## src/cal_regs_pkg.sv

```systemverilog
// Constants for the calibration register bank
package cal_regs_pkg;
   // Register count and pointer width
   localparam int             CAL_REG_COUNT = 10;
   localparam int             PTR_W         = 4;
   // Pointer positions in the full sequence
   localparam logic [3:0]     PTR_GAIN      = 4'h0;
   localparam logic [3:0]     PTR_OFFSET    = 4'h1;
   localparam logic [3:0]     PTR_DAC_FIRST = 4'h2;
   localparam logic [3:0]     PTR_LAST      = 4'h9;
   // Data layout
   localparam int             DATA_W        = 14;
   localparam int             WORD_W        = 16;
   localparam int             BYTE_W        = 8;
   // Calibration select encodings
   localparam logic [1:0]     SEL_ALL       = 2'h0;
   localparam logic [1:0]     SEL_GAIN_OFS  = 2'h1;
   localparam logic [1:0]     SEL_OFS_ONLY  = 2'h2;
   localparam logic [1:0]     SEL_GAIN_ONLY = 2'h3;
   // Read target encodings
   localparam logic [1:0]     RD_CAL        = 2'h2;
   localparam logic [1:0]     RD_STATUS     = 2'h3;
   // Reset values of the data words
   localparam logic [13:0]    OFFSET_RESET  = 14'h2000;
   localparam logic [13:0]    GAIN_RESET    = 14'h2000;
   localparam logic [13:0]    DAC_RESET     = 14'h0000;
   // Status register fixed bits
   localparam logic [1:0]     STATUS_ONES   = 2'h3;
endpackage : cal_regs_pkg

```

## src/adc_cal_register_access.sv

```systemverilog
// Calibration register bank with auto-incrementing access pointer
// Operation
// - Ten calibration registers: eight DAC, offset and gain, all read and write.
// - Calibration engine updates registers itself during self and system calibration.
// - Select 00 sequence covers gain, offset and eight DAC registers.
// - Select 01 sequence covers gain then offset registers only.
// - Select 10 addresses offset only; select 11 addresses gain only.
// - Pointer resets on control write and after the last register of sequence.
// - Pointer resets to gain, or offset when offset-only is selected.
// - Pointer advances after each complete access in multi-register sequences.
// - Byte mode advances only after high byte; host sends low byte first.
// - Host may abandon a sequence; next control write resets pointer.
// - Calibration reads return two zero bits at the top.
// - Offset register is sixteen bits, top two zero, fourteen data bits.
// - Offset register default is near binary 0010 0000 0000 0000.
// - Offset bits binary weighted, top worth five percent of reference.
// - Larger offset value compensates positive offset, smaller negative.
// - Gain register sixteen bits, fourteen weighted bits, top worth 2.5 percent.
// - Gain value scales result, covering spans 0.975 to 1.025 of reference.
// - Conversion starts from control register command or start pin pulse.
// - Read target 11 routes reads to the read-only status register.
// - Status mirrors select bits and mode bit; running flag during calibration.
`timescale 1ns/10ps
`default_nettype none
module adc_cal_register_access
   import cal_regs_pkg::*;
#(
   parameter int N_REGS = cal_regs_pkg::CAL_REG_COUNT
)
(
   // Clock and reset
   input  wire logic                          REF_CLK,
   input  wire logic                          RST_N,
   // Control register write strobe and fields
   input  wire logic                          CTRL_WR,
   input  wire logic [1:0]                    CAL_SELECT,
   input  wire logic [1:0]                    READ_TARGET,
   input  wire logic                          SELF_OR_SYSTEM_CAL_SELECT,
   input  wire logic                          SOFT_START,
   // Host data bus access
   input  wire logic                          CAL_WR,
   input  wire logic                          CAL_RD,
   input  wire logic                          BYTE_MODE,
   input  wire logic                          UPPER_BYTE_ENABLE,
   input  wire logic [cal_regs_pkg::WORD_W-1:0] WR_DATA,
   output logic      [cal_regs_pkg::WORD_W-1:0] RD_DATA,
   // Start sources
   input  wire logic                          SAMPLE_START_PIN,
   output logic                               CONV_START,
   // Calibration engine update path
   input  wire logic                          CAL_RUNNING,
   input  wire logic                          ENG_WR,
   input  wire logic [cal_regs_pkg::PTR_W-1:0]  ENG_IDX,
   input  wire logic [cal_regs_pkg::DATA_W-1:0] ENG_DATA,
   // Correction values to the converter
   output logic      [cal_regs_pkg::DATA_W-1:0] OFFSET_CORRECTION,
   output logic      [cal_regs_pkg::DATA_W-1:0] GAIN_CORRECTION,
   output logic      [cal_regs_pkg::PTR_W-1:0]  CAL_POINTER
);

   // Pointer map of the full sequence:
   //   0      gain correction word
   //   1      offset correction word
   //   2..9   capacitor DAC trim words one to eight
   // Shorter sequences use a window of the same map. Two-register mode
   // runs 0 then 1, and each single-register mode parks on its own index.
   // The pointer only changes on a control write or on a completed word,
   // so an abandoned sequence simply sits until the next control write.
   //
   // Status word, low byte from bit 7 down:
   //   two ones, analog mode (not held here, reads 0), busy, mode bit,
   //   the two select bits, running flag.
   // Busy follows the calibration engine only. Conversion busy lives in
   // the converter and is not visible here, which is a known limitation.
   // The high byte carries channel and power fields kept elsewhere, so it
   // reads zero from this bank.

   // Whole state of the bank in one word
   typedef struct packed {
      logic [N_REGS-1:0][DATA_W-1:0] regs;
      logic [PTR_W-1:0]              ptr;
      logic [BYTE_W-1:0]             low_hold;
      logic [1:0]                    cal_select;
      logic [1:0]                    read_target;
      logic                          cal_mode;
      logic [WORD_W-1:0]             rd_data;
      logic                          conv_start;
   } state_s;

   state_s st;
   state_s next_st;

   // First register of a sequence
   function automatic logic [PTR_W-1:0] first_ptr(input logic [1:0] sel);
      first_ptr = (sel == SEL_OFS_ONLY) ? PTR_OFFSET : PTR_GAIN;
   endfunction : first_ptr

   // Last register of a sequence
   function automatic logic [PTR_W-1:0] last_ptr(input logic [1:0] sel);
      case (sel)
         SEL_ALL:      last_ptr = PTR_LAST;
         SEL_GAIN_OFS: last_ptr = PTR_OFFSET;
         SEL_OFS_ONLY: last_ptr = PTR_OFFSET;
         default:      last_ptr = PTR_GAIN;
      endcase
   endfunction : last_ptr

   logic             word_done;
   logic [WORD_W-1:0] wr_word;
   logic             cal_read;
   logic [DATA_W-1:0] wr_low;
   logic [DATA_W-1:0] pointed_word;

   // A full word ends on a word access or on the high byte in byte mode
   assign word_done = (CAL_WR | CAL_RD) & (~BYTE_MODE | UPPER_BYTE_ENABLE);
   assign cal_read  = CAL_RD & (st.read_target == RD_CAL);
   assign wr_word   = BYTE_MODE ? {WR_DATA[BYTE_W-1:0], st.low_hold} : WR_DATA;

   // Helpers for the checks; data bits of a committed word and of the pointed word
   assign wr_low       = wr_word[DATA_W-1:0];
   assign pointed_word = st.regs[st.ptr];

   // Next state
   always_comb
   begin
      next_st            = st;
      next_st.conv_start = CTRL_WR & SOFT_START | SAMPLE_START_PIN;
      // Engine writes during calibration; host write to same word wins later
      if (ENG_WR && CAL_RUNNING && ENG_IDX < PTR_W'(N_REGS))
      begin
         next_st.regs[ENG_IDX] = ENG_DATA;
      end
      if (CTRL_WR)
      begin
         next_st.cal_select  = CAL_SELECT;
         next_st.read_target = READ_TARGET;
         next_st.cal_mode    = SELF_OR_SYSTEM_CAL_SELECT;
         next_st.ptr         = first_ptr(CAL_SELECT);
      end
      else
      begin
         if (CAL_WR && BYTE_MODE && !UPPER_BYTE_ENABLE)
         begin
            next_st.low_hold = WR_DATA[BYTE_W-1:0];
         end
         if (CAL_WR && word_done)
         begin
            next_st.regs[st.ptr] = wr_word[DATA_W-1:0];
         end
         if (word_done && (CAL_WR || cal_read))
         begin
            if (st.ptr == last_ptr(st.cal_select))
            begin
               next_st.ptr = first_ptr(st.cal_select);
            end
            else
            begin
               next_st.ptr = st.ptr + PTR_W'(1);
            end
         end
      end
      // Read data registered; byte mode picks a lane
      if (st.read_target == RD_STATUS)
      begin
         next_st.rd_data = {8'h00, STATUS_ONES, 1'b0, CAL_RUNNING, st.cal_mode,
                            st.cal_select, CAL_RUNNING};
      end
      else
      begin
         next_st.rd_data = {2'h0, st.regs[st.ptr]};
      end
      if (BYTE_MODE)
      begin
         next_st.rd_data = UPPER_BYTE_ENABLE ? {8'h00, next_st.rd_data[WORD_W-1:BYTE_W]}
                                             : {8'h00, next_st.rd_data[BYTE_W-1:0]};
      end
   end

   // State register; offset default near mid-scale
   always_ff @(posedge REF_CLK)
   begin
      if (!RST_N)
      begin
         st                     <= '0;
         st.regs                <= {N_REGS{DAC_RESET}};
         st.regs[PTR_OFFSET]    <= OFFSET_RESET;
         st.regs[PTR_GAIN]      <= GAIN_RESET;
      end
      else
      begin
         st <= next_st;
      end
   end

   // Outputs; corrections feed the converter datapath
   assign RD_DATA           = st.rd_data;
   assign CONV_START        = st.conv_start;
   assign OFFSET_CORRECTION = st.regs[PTR_OFFSET];
   assign GAIN_CORRECTION   = st.regs[PTR_GAIN];
   assign CAL_POINTER       = st.ptr;
endmodule : adc_cal_register_access
`default_nettype wire

```

## config.mk

```make
export PLATFORM = sky130hd
export DESIGN_NAME = adc_cal_register_access
export DESIGN_NICKNAME = d
export VERILOG_FILES = /design/src/cal_regs_pkg.sv /design/src/adc_cal_register_access.sv
export SDC_FILE = /design/constraint.sdc
export NUM_CORES = 1
export LEC_CHECK = 0
export BUFFER_PORTS_ARGS = -buffer_cell sky130_fd_sc_hd__buf_2
export CAP_MARGIN = 20
export CORE_ASPECT_RATIO = 0.9
export CORE_MARGIN = 3
export CORE_UTILIZATION = 40
export CTS_CLUSTER_SIZE = 20
export DETAILED_ROUTE_END_ITERATION = 7
export GPL_ROUTABILITY_DRIVEN = 0
export PLACE_DENSITY_LB_ADDON = 0.25
export SYNTH_ARGS = -nofsm -noshare
export SYNTH_HDL_FRONTEND = slang
export SYNTH_SLANG_ARGS = --single-unit
```

## constraint.sdc

```tcl
create_clock -name REF_CLK -period 2.2 [get_ports REF_CLK]
set_input_delay 0.22 -clock REF_CLK [delete_from_list [all_inputs] [get_ports REF_CLK]]
set_output_delay 0.22 -clock REF_CLK [all_outputs]
set_load 0.02 [all_outputs]
```

==> flow_metrics.py <==
metrics = {
    "clocking": {
        "clk_path_buf_depth": 2,
        "clkTransAtPathRegs_ns": 0.07,
        "cts_tree": "yes",
        "htree_levels": 4,
        "cts_buffers": 17,
        "insertion_delay_ns": 0.44,
        "root_buffer": "clkbuf_16",
        "cts_setup_buffers": 0,
        "cts.sinks": 172,
    },
    "worst_setup_path": {
        "path_max_fanout": 33,
        "crit_required_ns": 2.54,
        "worstPathCellList": "buf_12 > mux4_2 > a221oi_1 > buf_4 > o21ai_0 > and3_1",
        "rr_worst_depth": 6,
        "slowest_delay_ns": 0.45,
        "start_kind": "flip-flop",
        "worstSetupPathType": "flip-flop to flip-flop",
        "endpoint_kind": "flip-flop",
        "cp_data_arrival_time_ns": 2.40,
        "slowest_stage": "dfxtp_2",
    },
    "timing": {
        "rsz0062_at_grt": "false",
        "finClkSkew_ns": 0.0104,
        "relSlewSlack_pct": 58.3,
        "hold_violations": 0,
        "min_period_ns": 2.06,
        "fmax_ghz": 0.485,
        "hold_ws_ns": 0.0112,
        "setup_tns_ns": 0,
        "finalCritPeriodShare_pct": 93.7,
        "drv_slew": 0,
        "setup_viol": 0,
        "tightest_slew_ns": 0.626,
    },
    "grt": {
        "antenna_found_initial": 0,
        "grtUsageTotal_pct": 23.6,
        "grt-ovfl-total": 0,
        "grt_pass1_wl_mm": 47.2,
        "grt_max_degree": 59,
        "grt_pass1_vias": 7636,
    },
    "final_layout": {
        "final_cell_mix": "170 x dfxtp_1, 152 x nor2_1, 149 x mux2i_1",
        "stdcell_count": 1380,
        "multiInputGateArea_sq_um": 5180,
        "ff_latch_area_sq_um": 3450,
        "area_delta_synth_final_pct": 11.0,
        "drive_gt1_share_pct": 21.1,
        "layout_commonest_cell": "dfxtp_1",
        "fin_util_pct": 46.1,
        "fill_cells": 2203,
        "antenna_cells": 0,
        "fin_nets": 1124,
    },
    "die": {
        "core_sq_um": 23000,
        "die_h_microns": 153,
        "num_io_pins": 99,
        "rows": 52,
        "die_x_microns": 169,
        "die_area_sq_um": 25700,
        "initial_core_util_pct": 41.5,
    },
    "synth": {
        "synth-main-ff-cell": "dfxtp_1",
        "synth-edff-count": 0,
        "synth_warnings": 0,
        "yosysTopAreaCell": "dfxtp_1",
        "synth_cell_types": 66,
        "yosys-top-cells-area": "dfxtp_1 36%, mux2i_1 16%, a211oi_1 6.8%",
        "synthCells": 1053,
        "synth_seq_cells": 172,
        "yosysSeqAreaShare_pct": 36.1,
        "synth_area_sq_um": 9540,
        "synth_top_cell_area_share_pct": 36.1,
        "synth-async-reset-ratio_pct": 0,
        "syn_avg_cell_area_sq_um": 9.06,
    },
    "power_and_ir_drop": {
        "peakVddDrop_mv": 0.583,
        "power.density_nw_per_um2": 701,
        "leakage_nw": 4.29,
    },
    "drt": {
        "wl_per_cell_microns": 22.3,
        "drt_iter0_drc": 912,
        "drtPass1Iterations": 7,
        "drc": 0,
        "dr_total_vias": 8140,
        "wl_mm": 30.8,
        "viasPerCell": 5.90,
        "drtAntennaViolNets": 0,
    },
    "placed_design": {
        "port_buffers": 94,
        "hpwl_mm": 20.9,
        "dp.cells": 1347,
    },
    "min_path": {
        "hold_path_class": "input port to flip-flop",
        "hold_depth": 3,
    },
    "outcome": {
        "status": "finished clean",
    },
    "run": {
        "cap_viol_max_count": 0,
    },
}
registers in the layout, summed over array words and instances, names as in the netlist:
signal	flops
CAL_POINTER	4
CONV_START	1
GAIN_CORRECTION	14
OFFSET_CORRECTION	14
RD_DATA	14
st	125
logic make-up (layout without fill, tap and decap cells):
kind of cell	after synthesis	count (layout)	synth area share (%)
other	1	2	0.0393
buffers and inverters	152	181	9.68
AND/OR/NAND/NOR	323	323	15.9
AO/OA/AOI/OAI	218	218	16.4
XOR/XNOR	1	1	0.0918
multiplexers	182	182	21.3
adder cells (fa/ha/maj)	4	4	0.525
flip-flops	172	172	36.1
cell usage after synthesis, drive strengths merged (2+ instances only):
cell and number:
dfxtp 172, nor2 154, mux2i 149, buf 113, a211oi 89, nand2 80, o21ai 47, a311oi 41
clkbuf 35, nand3 23, mux2 18, and2 17, mux4 15, a21oi 14, nor2b 8, and3 7
o22ai 7, nand4 6, nand2b 5, ha 4, inv 4, a221oi 3, nor3 3, o21a 3
or3b 3, a211o 2, a22oi 2, a31o 2, a31oi 2, and4 2, and4b 2, nand3b 2
nor3b 2, o221ai 2, or3 2, or4b 2
worst max-delay path: cells and delay by family, from the launching register on:
kind | cells | cell delay, ns
AOI/OAI and AO/OA | 2 | 0.47
muxes | 1 | 0.37
buffers and inverters | 2 | 0.47
DFF | 1 | 0.45
and+or+nand+nor | 1 | 0.18
final timing paths:
| kind | end | from | slack [ns] |
|---|---|---|---|
| max reg2reg | RD_DATA[1] | CAL_POINTER[1] | 0.14 |
| max | RD_DATA[1] | CAL_POINTER[1] | 0.14 |
| min reg2reg | st[28] | st[28] | 0.49 |
| min | CONV_START | SOFT_START | 0.01 |
timing repair:
item	4_1_cts	5_1_grt
endpoints found under the setup margin	0	4
hold buffers	1	0
hold endpoints to repair	1	0
gates resized for setup	0	2
stage by stage:
step	area, sq um	power [mW]	worst slack, ns
4_1_cts	10600	7.44	0.118
2_1_floorplan	9540	3.90	0.153
3_5_place_dp	9940	4.18	0.134
5_1_grt	10600	7.65	0.0237
6_report	10600	7.42	0.138
3_3_place_gp	9940	4.18	0.106
metal layers:
| metal | GRT usage (%) | vias up | wire length (microns) |
|---|---|---|---|
| met5 | 0 | - | 0 |
| met1 | 34.6 | 3945 | 14300 |
| li1 | - | 3801 | - |
| met2 | 34.5 | 348 | 13300 |
| met3 | 4.82 | 46 | 2370 |
| met4 | 8.10 | 0 | 778 |
report_power, final:
| part | internal (mW) | total (mW) | switching (mW) |
|---|---|---|---|
| registers | 3.19 | 3.26 | 0.0687 |
| clock network | 1.92 | 3.30 | 1.37 |
| logic | 0.310 | 0.869 | 0.559 |
area by class of cell:
cell class              count  share of cell area [%]
repair buffers            145                    8.79
flip-flops and latches    172                    32.6
well taps                 297                    3.51
clock inverters            15                    2.00
clock buffers              17                    4.02
multi-input cells         730                    49.0
inverters                   4                   0.165
No activity file was read; power rests on OpenSTA's default activity.
